[config.mk]
export PLATFORM = sky130hd
export DESIGN_NAME = smms_supervisor
export DESIGN_NICKNAME = d
export VERILOG_FILES = /design/src/design/smms_pkg.sv /design/src/design/smms_wdog_if.sv /design/src/design/smms_axil_slave.sv /design/src/design/smms_supervisor.sv /design/src/design/smms_wdog_bank.sv
export SDC_FILE = /design/constraint.sdc
export NUM_CORES = 1
export LEC_CHECK = 0
export CAP_MARGIN = 5
export CORE_MARGIN = 2
export CORE_UTILIZATION = 31
export CTS_CLUSTER_DIAMETER = 100
export DETAILED_ROUTE_END_ITERATION = 6
export DONT_BUFFER_PORTS = 1
export MAX_ROUTING_LAYER = met4
export PLACE_DENSITY_LB_ADDON = 0.1
export SLEW_MARGIN = 30
export SYNTH_ARGS = -nofsm -noshare
export SYNTH_HDL_FRONTEND = slang
export SYNTH_SLANG_ARGS = --single-unit
[constraint.sdc]
create_clock -name clk_sys -period 17.6 [get_ports clk_sys]
set_input_delay 1.76 -clock clk_sys [delete_from_list [all_inputs] [get_ports clk_sys]]
set_output_delay 1.76 -clock clk_sys [all_outputs]
set_load 0.05 [all_outputs]
[src/design/smms_pkg.sv]
// smms_pkg: register map, field positions, reset values and enums
// assumes: 32-bit axi4-lite register bus, one 10 MHz system clock
package smms_pkg;

	// ==========================================================
	// clock and timing
	localparam int unsigned CLK_HZ = 10_000_000;
	localparam int unsigned WDOG_DEF_MS = 500;
	localparam logic [31:0] WDOG_DEF_CYC =
		32'(longint'(WDOG_DEF_MS) * CLK_HZ / 1000);

	// ==========================================================
	// register byte offsets
	localparam logic [7:0] OFS_CTRL = 8'h00;
	localparam logic [7:0] OFS_MOTOR = 8'h04;
	localparam logic [7:0] OFS_SOL = 8'h08;
	localparam logic [7:0] OFS_SENSE = 8'h0C;
	localparam logic [7:0] OFS_STATUS = 8'h10;
	localparam logic [7:0] OFS_MASK = 8'h14;
	localparam logic [7:0] OFS_TO_STAPLE = 8'h18;
	localparam logic [7:0] OFS_TO_GUIDE = 8'h1C;
	localparam logic [7:0] OFS_TO_PADDLE_F = 8'h20;
	localparam logic [7:0] OFS_TO_PADDLE_R = 8'h24;
	localparam logic [7:0] OFS_TO_LIFT_U = 8'h28;
	localparam logic [7:0] OFS_TO_LIFT_D = 8'h2C;

	// ==========================================================
	// field positions
	localparam int CTRL_MODE = 0;
	localparam int CTRL_STAPLE_EN = 1;
	// motor register: 2 bits per motor, bit0 run, bit1 reverse
	localparam int MOT_STAPLE = 0;
	localparam int MOT_GUIDE = 2;
	localparam int MOT_PADDLE = 4;
	localparam int MOT_FEED = 6;
	localparam int MOT_LIFT = 8;
	localparam int NUM_WDOG = 6;
	// status bits: one per watchdog channel
	localparam int ST_STAPLE = 0;
	localparam int ST_GUIDE = 1;
	localparam int ST_PADDLE_F = 2;
	localparam int ST_PADDLE_R = 3;
	localparam int ST_LIFT_U = 4;
	localparam int ST_LIFT_D = 5;

	// ==========================================================
	// reset values
	localparam logic [1:0] CTRL_RST = 2'h0;
	localparam logic [9:0] MOTOR_RST = 10'h000;
	localparam logic [2:0] SOL_RST = 3'h0;
	localparam logic [5:0] MASK_RST = 6'h00;

	typedef enum logic {
		SMMS_MODE_STACKER = 1'b0,
		SMMS_MODE_MAILBOX = 1'b1
	} smms_mode_t;

	typedef enum logic [1:0] {
		SMMS_WD_IDLE = 2'b00,
		SMMS_WD_ARMED = 2'b01,
		SMMS_WD_DONE = 2'b11
	} smms_wd_state_t;

	typedef enum logic [1:0] {
		SMMS_AX_IDLE = 2'b00,
		SMMS_AX_RESP = 2'b01
	} smms_ax_state_t;

endpackage

[src/design/smms_wdog_if.sv]
// smms_wdog_if: watchdog bank control and result bundle
// assumes: one clock, driven by the supervisor top
`timescale 1ns/1ps
interface smms_wdog_if;
	logic [5:0] start;
	logic [5:0] hit;
	logic [5:0] running;
	logic [31:0] limit [6];
	logic [5:0] expire;

	modport ctl (
		output start,
		output hit,
		output running,
		output limit,
		input expire
	);
	modport bank (
		input start,
		input hit,
		input running,
		input limit,
		output expire
	);
endinterface

[src/design/smms_axil_slave.sv]
// smms_axil_slave: axi4-lite slave front end, single outstanding read and single outstanding write
// assumes: register file in the top answers reads combinationally
`timescale 1ns/1ps
module smms_axil_slave (
	input wire logic clk_sys,
	input wire logic rst_n,
	input wire logic [7:0] s_axi_awaddr,
	input wire logic s_axi_awvalid,
	output logic s_axi_awready,
	input wire logic [31:0] s_axi_wdata,
	input wire logic [3:0] s_axi_wstrb,
	input wire logic s_axi_wvalid,
	output logic s_axi_wready,
	output logic [1:0] s_axi_bresp,
	output logic s_axi_bvalid,
	input wire logic s_axi_bready,
	input wire logic [7:0] s_axi_araddr,
	input wire logic s_axi_arvalid,
	output logic s_axi_arready,
	output logic [31:0] s_axi_rdata,
	output logic [1:0] s_axi_rresp,
	output logic s_axi_rvalid,
	input wire logic s_axi_rready,
	output logic wr_en,
	output logic [7:0] wr_addr,
	output logic [31:0] wr_data,
	output logic [3:0] wr_strb,
	input wire logic wr_ok,
	output logic rd_en,
	output logic [7:0] rd_addr,
	input wire logic [31:0] rd_data,
	input wire logic rd_ok
);

	// ==========================================================
	// write path: latch aw and w separately, act when both held
	logic aw_held, next_aw_held, w_held, next_w_held;
	logic [7:0] aw_q, next_aw_q;
	logic [31:0] w_q, next_w_q;
	logic [3:0] s_q, next_s_q;
	logic bv, next_bv;
	logic [1:0] br, next_br;

	assign s_axi_awready = !aw_held && !bv;
	assign s_axi_wready = !w_held && !bv;
	assign wr_en = aw_held && w_held && !bv;
	assign wr_addr = aw_q;
	assign wr_data = w_q;
	assign wr_strb = s_q;

	always_comb begin
		next_aw_held = aw_held;
		next_w_held = w_held;
		next_aw_q = aw_q;
		next_w_q = w_q;
		next_s_q = s_q;
		next_bv = bv;
		next_br = br;
		if (s_axi_awvalid && s_axi_awready) begin
			next_aw_held = 1'b1;
			next_aw_q = s_axi_awaddr;
		end
		if (s_axi_wvalid && s_axi_wready) begin
			next_w_held = 1'b1;
			next_w_q = s_axi_wdata;
			next_s_q = s_axi_wstrb;
		end
		if (wr_en) begin
			next_aw_held = 1'b0;
			next_w_held = 1'b0;
			next_bv = 1'b1;
			next_br = wr_ok ? 2'h0 : 2'h2;
		end else if (bv && s_axi_bready) begin
			next_bv = 1'b0;
		end
	end

	// ==========================================================
	// read path
	smms_pkg::smms_ax_state_t rs, next_rs;
	logic [31:0] rd_q, next_rd_q;
	logic [1:0] rr, next_rr;

	assign s_axi_arready = (rs == smms_pkg::SMMS_AX_IDLE);
	assign rd_en = s_axi_arvalid && s_axi_arready;
	assign rd_addr = s_axi_araddr;

	always_comb begin
		next_rs = rs;
		next_rd_q = rd_q;
		next_rr = rr;
		case (rs)
			smms_pkg::SMMS_AX_IDLE: begin
				if (rd_en) begin
					next_rs = smms_pkg::SMMS_AX_RESP;
					next_rd_q = rd_ok ? rd_data : 32'h0000_0000;
					next_rr = rd_ok ? 2'h0 : 2'h2;
				end
			end
			smms_pkg::SMMS_AX_RESP: begin
				if (s_axi_rready) begin
					next_rs = smms_pkg::SMMS_AX_IDLE;
				end
			end
			default: begin
				next_rs = smms_pkg::SMMS_AX_IDLE;
			end
		endcase
	end

	assign s_axi_rvalid = (rs == smms_pkg::SMMS_AX_RESP);
	assign s_axi_rdata = rd_q;
	assign s_axi_rresp = rr;
	assign s_axi_bvalid = bv;
	assign s_axi_bresp = br;

	always_ff @(posedge clk_sys or negedge rst_n) begin
		if (!rst_n) begin
			aw_held <= 1'b0;
			w_held <= 1'b0;
			aw_q <= 8'h00;
			w_q <= 32'h0000_0000;
			s_q <= 4'h0;
			bv <= 1'b0;
			br <= 2'h0;
			rs <= smms_pkg::SMMS_AX_IDLE;
			rd_q <= 32'h0000_0000;
			rr <= 2'h0;
		end else begin
			aw_held <= next_aw_held;
			w_held <= next_w_held;
			aw_q <= next_aw_q;
			w_q <= next_w_q;
			s_q <= next_s_q;
			bv <= next_bv;
			br <= next_br;
			rs <= next_rs;
			rd_q <= next_rd_q;
			rr <= next_rr;
		end
	end

endmodule

[src/design/smms_supervisor.sv]
// smms_supervisor: motor drive and sensor-response supervision top
// assumes: sensors synchronous to clk_sys, host reached over axi4-lite
//
// Overview of operation
// - host selects stacker or mailbox delivery mode
// - stapling allowed in either delivery mode
// - five motors, each with own drive output
// - faults inferred from related sensors, not motor
// - staple arm sensor late: staple motor fault
// - side guide sensor late: guide motor fault
// - paddle forward, upper exit roller late: fault
// - paddle reverse, aligner roller late: fault
// - lift up: top limit or full late
// - lift down: top, bottom, full late
// - feed motor has no watchdog; jams show it
// - a fault notifies the host formatter only if its mask bit is set
//
// Design decisions made here: the AXI4-Lite register port and the register offsets.
`timescale 1ns/1ps
module smms_supervisor (
	input wire logic clk_sys,
	input wire logic arst_n,
	input wire logic [7:0] s_axi_awaddr,
	input wire logic [2:0] s_axi_awprot,
	input wire logic s_axi_awvalid,
	output logic s_axi_awready,
	input wire logic [31:0] s_axi_wdata,
	input wire logic [3:0] s_axi_wstrb,
	input wire logic s_axi_wvalid,
	output logic s_axi_wready,
	output logic [1:0] s_axi_bresp,
	output logic s_axi_bvalid,
	input wire logic s_axi_bready,
	input wire logic [7:0] s_axi_araddr,
	input wire logic [2:0] s_axi_arprot,
	input wire logic s_axi_arvalid,
	output logic s_axi_arready,
	output logic [31:0] s_axi_rdata,
	output logic [1:0] s_axi_rresp,
	output logic s_axi_rvalid,
	input wire logic s_axi_rready,
	output logic irq,
	output logic [1:0] staple_arm_motor,
	output logic [1:0] side_guide_motor,
	output logic [1:0] paddle_drive_motor,
	output logic [1:0] transport_feed_motor,
	output logic [1:0] bin_elevator_motor,
	output logic sheet_clamp_solenoid,
	output logic entry_gate_solenoid,
	output logic bin_select_solenoid,
	output logic delivery_mode,
	output logic staple_enable,
	input wire logic bin_three_exit_sensor,
	input wire logic transport_feed_sensor_a,
	input wire logic bin_three_full_sensor,
	input wire logic aligner_roller_sensor,
	input wire logic transport_feed_sensor_b,
	input wire logic side_guide_sensor,
	input wire logic upper_exit_roller_sensor,
	input wire logic bin_one_presence_sensor,
	input wire logic bin_two_full_sensor,
	input wire logic bin_two_presence_sensor,
	input wire logic bin_one_full_sensor,
	input wire logic bin_three_top_limit_sensor,
	input wire logic bin_three_bottom_limit_sensor,
	input wire logic staple_arm_position_sensor,
	input wire logic staple_supply_sensor,
	input wire logic staple_position_ok_sensor,
	input wire logic cover_open_switch
);

	// ==========================================================
	// reset release
	logic rst_meta_n, rst_n;
	always_ff @(posedge clk_sys or negedge arst_n) begin
		if (!arst_n) begin
			rst_meta_n <= 1'b0;
			rst_n <= 1'b0;
		end else begin
			rst_meta_n <= 1'b1;
			rst_n <= rst_meta_n;
		end
	end

	// ==========================================================
	// bus front end
	logic wr_en, rd_en, wr_ok, rd_ok;
	logic [7:0] wr_addr, rd_addr;
	logic [31:0] wr_data, rd_data;
	logic [3:0] wr_strb;

	smms_axil_slave u_axil (
		.clk_sys(clk_sys),
		.rst_n(rst_n),
		.s_axi_awaddr(s_axi_awaddr),
		.s_axi_awvalid(s_axi_awvalid),
		.s_axi_awready(s_axi_awready),
		.s_axi_wdata(s_axi_wdata),
		.s_axi_wstrb(s_axi_wstrb),
		.s_axi_wvalid(s_axi_wvalid),
		.s_axi_wready(s_axi_wready),
		.s_axi_bresp(s_axi_bresp),
		.s_axi_bvalid(s_axi_bvalid),
		.s_axi_bready(s_axi_bready),
		.s_axi_araddr(s_axi_araddr),
		.s_axi_arvalid(s_axi_arvalid),
		.s_axi_arready(s_axi_arready),
		.s_axi_rdata(s_axi_rdata),
		.s_axi_rresp(s_axi_rresp),
		.s_axi_rvalid(s_axi_rvalid),
		.s_axi_rready(s_axi_rready),
		.wr_en(wr_en),
		.wr_addr(wr_addr),
		.wr_data(wr_data),
		.wr_strb(wr_strb),
		.wr_ok(wr_ok),
		.rd_en(rd_en),
		.rd_addr(rd_addr),
		.rd_data(rd_data),
		.rd_ok(rd_ok)
	);

	// ==========================================================
	// registers
	logic [1:0] ctrl, next_ctrl;
	logic [9:0] motor, next_motor;
	logic [2:0] sol, next_sol;
	logic [5:0] status, next_status;
	logic [5:0] mask, next_mask;
	logic [31:0] limit [6];
	logic [31:0] next_limit [6];
	logic [9:0] motor_q;

	// merge byte lanes of a write into an old word
	function automatic logic [31:0] lanes(input logic [31:0] old,
			input logic [31:0] nw, input logic [3:0] st);
		logic [31:0] r;
		r = old;
		for (int b = 0; b < 4; b++) begin
			if (st[b]) begin
				r[8*b +: 8] = nw[8*b +: 8];
			end
		end
		return r;
	endfunction

	// ==========================================================
	// watchdog hookup
	smms_wdog_if wd ();
	logic [5:0] dir_on;
	logic [5:0] hit;

	smms_wdog_bank u_wdog (
		.clk_sys(clk_sys),
		.rst_n(rst_n),
		.wd(wd.bank)
	);

	always_comb begin
		dir_on[smms_pkg::ST_STAPLE] = motor[smms_pkg::MOT_STAPLE];
		dir_on[smms_pkg::ST_GUIDE] = motor[smms_pkg::MOT_GUIDE];
		dir_on[smms_pkg::ST_PADDLE_F] = motor[smms_pkg::MOT_PADDLE] &&
			!motor[smms_pkg::MOT_PADDLE + 1];
		dir_on[smms_pkg::ST_PADDLE_R] = motor[smms_pkg::MOT_PADDLE] &&
			motor[smms_pkg::MOT_PADDLE + 1];
		dir_on[smms_pkg::ST_LIFT_U] = motor[smms_pkg::MOT_LIFT] &&
			!motor[smms_pkg::MOT_LIFT + 1];
		dir_on[smms_pkg::ST_LIFT_D] = motor[smms_pkg::MOT_LIFT] &&
			motor[smms_pkg::MOT_LIFT + 1];
		hit[smms_pkg::ST_STAPLE] = staple_arm_position_sensor;
		hit[smms_pkg::ST_GUIDE] = side_guide_sensor;
		hit[smms_pkg::ST_PADDLE_F] = upper_exit_roller_sensor;
		hit[smms_pkg::ST_PADDLE_R] = aligner_roller_sensor;
		hit[smms_pkg::ST_LIFT_U] = bin_three_top_limit_sensor ||
			bin_three_full_sensor;
		hit[smms_pkg::ST_LIFT_D] = bin_three_top_limit_sensor ||
			bin_three_bottom_limit_sensor || bin_three_full_sensor;
	end

	// onset of a direction, from last cycle's drive
	logic [5:0] dir_was;
	always_comb begin
		dir_was[smms_pkg::ST_STAPLE] = motor_q[smms_pkg::MOT_STAPLE];
		dir_was[smms_pkg::ST_GUIDE] = motor_q[smms_pkg::MOT_GUIDE];
		dir_was[smms_pkg::ST_PADDLE_F] = motor_q[smms_pkg::MOT_PADDLE] &&
			!motor_q[smms_pkg::MOT_PADDLE + 1];
		dir_was[smms_pkg::ST_PADDLE_R] = motor_q[smms_pkg::MOT_PADDLE] &&
			motor_q[smms_pkg::MOT_PADDLE + 1];
		dir_was[smms_pkg::ST_LIFT_U] = motor_q[smms_pkg::MOT_LIFT] &&
			!motor_q[smms_pkg::MOT_LIFT + 1];
		dir_was[smms_pkg::ST_LIFT_D] = motor_q[smms_pkg::MOT_LIFT] &&
			motor_q[smms_pkg::MOT_LIFT + 1];
	end

	assign wd.start = dir_on & ~dir_was;
	assign wd.hit = hit;
	assign wd.running = dir_on;
	assign wd.limit = limit;

	// ==========================================================
	// register write and status update
	always_comb begin
		next_ctrl = ctrl;
		next_motor = motor;
		next_sol = sol;
		next_mask = mask;
		next_limit = limit;
		next_status = status;
		wr_ok = 1'b1;
		if (wr_en) begin
			case (wr_addr)
				smms_pkg::OFS_CTRL: next_ctrl = 2'(lanes({30'h0, ctrl},
					wr_data, wr_strb));
				smms_pkg::OFS_MOTOR: next_motor = 10'(lanes({22'h0, motor},
					wr_data, wr_strb));
				smms_pkg::OFS_SOL: next_sol = 3'(lanes({29'h0, sol},
					wr_data, wr_strb));
				smms_pkg::OFS_STATUS: begin
					if (wr_strb[0]) begin
						next_status = status & ~wr_data[5:0];
					end
				end
				smms_pkg::OFS_MASK: next_mask = 6'(lanes({26'h0, mask},
					wr_data, wr_strb));
				smms_pkg::OFS_SENSE: begin
				end
				default: begin
					if (wr_addr >= smms_pkg::OFS_TO_STAPLE &&
							wr_addr <= smms_pkg::OFS_TO_LIFT_D &&
							wr_addr[1:0] == 2'b00) begin
						next_limit[3'(wr_addr[7:2] - 6'd6)] = lanes(
							limit[3'(wr_addr[7:2] - 6'd6)],
							wr_data, wr_strb);
					end else begin
						wr_ok = 1'b0;
					end
				end
			endcase
		end
		// set wins over a clear in the same cycle
		next_status = next_status | wd.expire;
	end

	// feed motor deliberately unsupervised; jams show its faults
	assign transport_feed_motor = motor[smms_pkg::MOT_FEED +: 2];

	// ==========================================================
	// register read
	always_comb begin
		rd_data = 32'h0000_0000;
		rd_ok = 1'b1;
		case (rd_addr)
			smms_pkg::OFS_CTRL: rd_data = {30'h0, ctrl};
			smms_pkg::OFS_MOTOR: rd_data = {22'h0, motor};
			smms_pkg::OFS_SOL: rd_data = {29'h0, sol};
			smms_pkg::OFS_SENSE: rd_data = {15'h0, cover_open_switch,
				staple_position_ok_sensor, staple_supply_sensor,
				staple_arm_position_sensor, bin_three_bottom_limit_sensor,
				bin_three_top_limit_sensor, bin_one_full_sensor,
				bin_two_presence_sensor, bin_two_full_sensor,
				bin_one_presence_sensor, upper_exit_roller_sensor,
				side_guide_sensor, transport_feed_sensor_b,
				aligner_roller_sensor, bin_three_full_sensor,
				transport_feed_sensor_a, bin_three_exit_sensor};
			smms_pkg::OFS_STATUS: rd_data = {26'h0, status};
			smms_pkg::OFS_MASK: rd_data = {26'h0, mask};
			default: begin
				if (rd_addr >= smms_pkg::OFS_TO_STAPLE &&
						rd_addr <= smms_pkg::OFS_TO_LIFT_D &&
						rd_addr[1:0] == 2'b00) begin
					rd_data = limit[3'(rd_addr[7:2] - 6'd6)];
				end else begin
					rd_ok = 1'b0;
				end
			end
		endcase
	end

	always_ff @(posedge clk_sys or negedge rst_n) begin
		if (!rst_n) begin
			ctrl <= smms_pkg::CTRL_RST;
			motor <= smms_pkg::MOTOR_RST;
			motor_q <= smms_pkg::MOTOR_RST;
			sol <= smms_pkg::SOL_RST;
			status <= 6'h00;
			mask <= smms_pkg::MASK_RST;
			for (int i = 0; i < smms_pkg::NUM_WDOG; i++) begin
				limit[i] <= smms_pkg::WDOG_DEF_CYC;
			end
		end else begin
			ctrl <= next_ctrl;
			motor <= next_motor;
			motor_q <= motor;
			sol <= next_sol;
			status <= next_status;
			mask <= next_mask;
			limit <= next_limit;
		end
	end

	// ==========================================================
	// outputs
	assign irq = |(status & mask);
	assign staple_arm_motor = motor[smms_pkg::MOT_STAPLE +: 2];
	assign side_guide_motor = motor[smms_pkg::MOT_GUIDE +: 2];
	assign paddle_drive_motor = motor[smms_pkg::MOT_PADDLE +: 2];
	assign bin_elevator_motor = motor[smms_pkg::MOT_LIFT +: 2];
	assign sheet_clamp_solenoid = sol[0];
	assign entry_gate_solenoid = sol[1];
	assign bin_select_solenoid = sol[2];
	assign delivery_mode = ctrl[smms_pkg::CTRL_MODE];
	// staple enable not gated by mode
	assign staple_enable = ctrl[smms_pkg::CTRL_STAPLE_EN];

endmodule

[src/design/smms_wdog_bank.sv]
// smms_wdog_bank: one sensor-response watchdog per supervised direction
// assumes: start is a one-cycle pulse on drive onset, reset asynchronous
`timescale 1ns/1ps
module smms_wdog_bank (
	input wire logic clk_sys,
	input wire logic rst_n,
	smms_wdog_if.bank wd
);

	// ==========================================================
	// per channel counter
	genvar g;
	generate
		for (g = 0; g < smms_pkg::NUM_WDOG; g++) begin : gen_ch
			smms_pkg::smms_wd_state_t st;
			smms_pkg::smms_wd_state_t next_st;
			logic [31:0] cnt;
			logic [31:0] next_cnt;
			logic fire;

			always_comb begin
				next_st = st;
				next_cnt = cnt;
				fire = 1'b0;
				case (st)
					smms_pkg::SMMS_WD_IDLE: begin
						if (wd.start[g]) begin
							next_st = smms_pkg::SMMS_WD_ARMED;
							next_cnt = 32'h0000_0000;
						end
					end
					smms_pkg::SMMS_WD_ARMED: begin
						// drive withdrawn or sensor seen: no fault
						if (wd.hit[g] || !wd.running[g]) begin
							next_st = smms_pkg::SMMS_WD_IDLE;
						end else if (cnt >= wd.limit[g]) begin
							fire = 1'b1;
							next_st = smms_pkg::SMMS_WD_DONE;
						end else begin
							next_cnt = cnt + 32'h0000_0001;
						end
					end
					smms_pkg::SMMS_WD_DONE: begin
						// one report per motor start
						if (!wd.running[g]) begin
							next_st = smms_pkg::SMMS_WD_IDLE;
						end
					end
					default: begin
						next_st = smms_pkg::SMMS_WD_IDLE;
					end
				endcase
			end

			always_ff @(posedge clk_sys or negedge rst_n) begin
				if (!rst_n) begin
					st <= smms_pkg::SMMS_WD_IDLE;
					cnt <= 32'h0000_0000;
				end else begin
					st <= next_st;
					cnt <= next_cnt;
				end
			end

			assign wd.expire[g] = fire;
		end
	endgenerate

endmodule

==> metrics <==
Post-Synthesis Cells=3094; initial antenna violation count=6; Final Hold Vio Count=0; area of the multi-input gates=16700 sq um; Req. time, crit path=15.84 ns; Top Ports=139; Storage cell area=12900 sq um; largest family of logic cells by synthesized area=multiplexers; Via density=5.54; Netlist Area Pre-Place=31200 sq um; P per Cell Area=110 nW/um^2; Routed WL=113000 um; routed length per instance=around 26 um; final setup vio count=0; Leak=between 0.015 and 0.02 uW; IO Port Bufs=0; antenna viol nets, final=0; CP max FO=3; Filler cells=a little over 10000; layout net count=3350; Async SR Flop Fraction=100%; worst clock skew=about 0.032 ns; cell taking the most area after synthesis=dfrtp_1; count of cell types in the netlist=76; Syn-to-layout area delta=12.2%; simple-gate share of the synthesized area=approximately an eighth; die area=103000 sq um; Via Count=between 20000 and 25000; CTS Buf Count=69; initial core utilization=31.2%; min Tclk post-route=between 4 and 5 ns; data arrival time of the critical path=2.41 ns; Worst IR Drop VDD=0.135 mV; Synth Register Bits=between 500 and 600; First-pass DRT Iterations=5; kind of critical path=flip-flop to output pin; HP Class=flip-flop to asynchronous set/reset pin; Clock Tree Root=clkbuf_16; clk buf depth=3; Worst-Skew Late Latency=0.64 ns; Max-slew headroom=35.7%; fraction of layout cells with a size suffix above 1=19.3%; unrepaired setup endpoints after global routing=false; grt ovf=0; vias in the first global route=24100; ranking of synthesized cells by area=dfrtp_1, mux2_2, ha_1; Main synth FF type=dfrtp_1; Initial DRC Count=1834; Yosys Warn Count=0; post-synthesis compound-gate area fraction=13.2%; CTS sink cnt=513; Post-CTS Resized=0; slew of the pin with the lowest slew margin=between 0.9 and 1 ns; GRT Total Usage=22.5%; Worst setup EP type=output pin; Final GP Congestion=0.877; Post-synth EDFFs=0; Post-Syn Area per Cell=10.1 sq um; core area=around 100000 sq um; Final Cycle Share=23.7%; H-tree depth=3; CTS tree=yes; Sum Neg Setup Slack=0 ns; Clock transition at path regs=0.06 ns; FP Rows=116; Post-Route Utilization=35.0%; Worst setup SP type=flip-flop; Die Y=321 um; status=completed; sequential element share of the synthesized area=41.4%; fmax=between 200 and 250 MHz; HPWL after DPL=82900 um; Final Slew Violations=0; multiplexer share of the synthesized area=a little under a fifth; xor/xnor share of the synthesized area=0.0281%; # hold bufs at CTS=0; first-pass GRT wire length=166000 um; Synth top area share=a little under two fifths; Die X=321 um; post-CTS setup buffers=0; Max Cap Violations=0; adder-cell share of the synthesized area=8.06%; largest net degree at the start of global routing=149; # DRC=0
-- worst max-delay path, stage by stage (launching register included) --
cell     delay [ns]
dfrtp_1        0.39
a22oi_1        0.72
nand3_1        0.66
-- cells by family (layout without fill, tap and decap cells) --
family,count (synthesis),count (layout)
flip-flops,513,513
buffers and inverters,418,447
AO/OA/AOI/OAI,653,653
AND/OR/NAND/NOR,841,841
adder cells (fa/ha/maj),201,201
multiplexers,465,465
XOR/XNOR,1,1
other,2,5
-- cell type report --
class / instances / area share (%)
Sequential cell: 513 / 36.9
Tap cell: 1298 / 4.64
Antenna cell: 2 / 0.0143
Inverter: 276 / 2.96
Timing Repair Buffer: 43 / 1.06
Clock inverter: 25 / 0.740
Multi-Input combinational cell: 2164 / 47.8
Clock buffer: 103 / 5.85
-- Yosys cell counts (all sizes together), types with 18 or more instances --
master and number:
mux2i 103, mux2 296, and4 24, and3 74
nor3 56, inv 276, ha 201, nand2 272
a21o 35, a31oi 49, nand2b 18, dfstp 48
o22ai 49, nand4 55, a21oi 176, clkbuf 88
nand3 105, o21a 19, dfrtp 465, mux4 66
buf 54, nor2 139, o21ai 167
-- registers in the layout (all words and copies together), names as in the netlist, 8 cells and up --
name / flops
u_axil.wr_addr: 8
limit: 192
u_axil.s_axi_rdata: 32
u_axil.wr_data: 32
u_wdog.gen_ch.cnt: 192
u_wdog.gen_ch.st: 12
motor: 10
-- worst paths after layout --
check,start,endpoint,slack (ns),depth (start not counted)
setup reg to reg,u_axil.wr_addr[3]$_DFFE_PN0P_,limit[16]$_DFFE_PN0P_,13.97,9
min in group clk_sys,rst_meta_n$_DFF_PN0_,rst_n$_DFF_PN0_,0.35,0
setup / recovery,status[1]$_DFF_PN0_,irq,13.43,2
hold / removal,rst_n$_DFF_PN0_,limit[138]$_DFFE_PN0P_,0.34,0
max in group asynchronous,rst_n$_DFF_PN0_,u_axil.wr_strb[3]$_DFFE_PN0P_,15.76,2
hold reg to reg,rst_n$_DFF_PN0_,limit[138]$_DFFE_PN0P_,0.34,0
-- report_power, final --
part | total [uW] | switching (uW) | internal, uW
registers | 1550 | 240 | 1310
clock network | 1450 | 579 | 867
logic | 859 | 518 | 341
total | 3860 | 1340 | 2520
-- stage by stage --
| stage | total power, uW | area, sq um | cells | setup slack [ns] | hold slack, ns |
|---|---|---|---|---|---|
| finish | 3860 | 35000 | 4424 | 13.43 | 0.343 |
| global route | 4050 | 35000 | 4423 | 13.48 | 0.368 |
| CTS | 3910 | 34900 | 4421 | 13.45 | 0.351 |
| detailed placement | 2440 | 32600 | 4293 | 13.34 | 0.338 |
| global placement | 2420 | 32600 | 4293 | 13.22 | 0.334 |
| floorplan | 2080 | 31200 | 3095 | 2.33 | 0.331 |
-- metal layers --
metal	routed length, um	vias up	global-route usage (%)
li1	-	11300	-
met1	53100	12600	30.7
met2	52500	537	35.2
met3	4930	123	3.28
met4	2550	0	5.30
met5	0	-	-
-- cells in the final DEF (no fill, tap or decap), types with 16 or more instances in the layout --
cell       instances
dfrtp_1          462
o22ai_1           49
a21oi_1          175
clkbuf_16         72
nand2b_1          17
dfstp_2           48
a221o_1           17
nand2_1          271
mux4_2            66
nor3_1            54
nor2b_1           16
ha_1             201
a21o_1            35
clkbuf_1          18
mux2i_1          103
nor2_1           137
o21ai_0          164
mux2_2           296
nand4_1           55
a22o_1            17
buf_4             37
and4_1            24
a31oi_1           49
o21a_1            18
nand3_1          105
and3_1            74
inv_1            276
No activity file was read; power rests on OpenSTA's default activity.
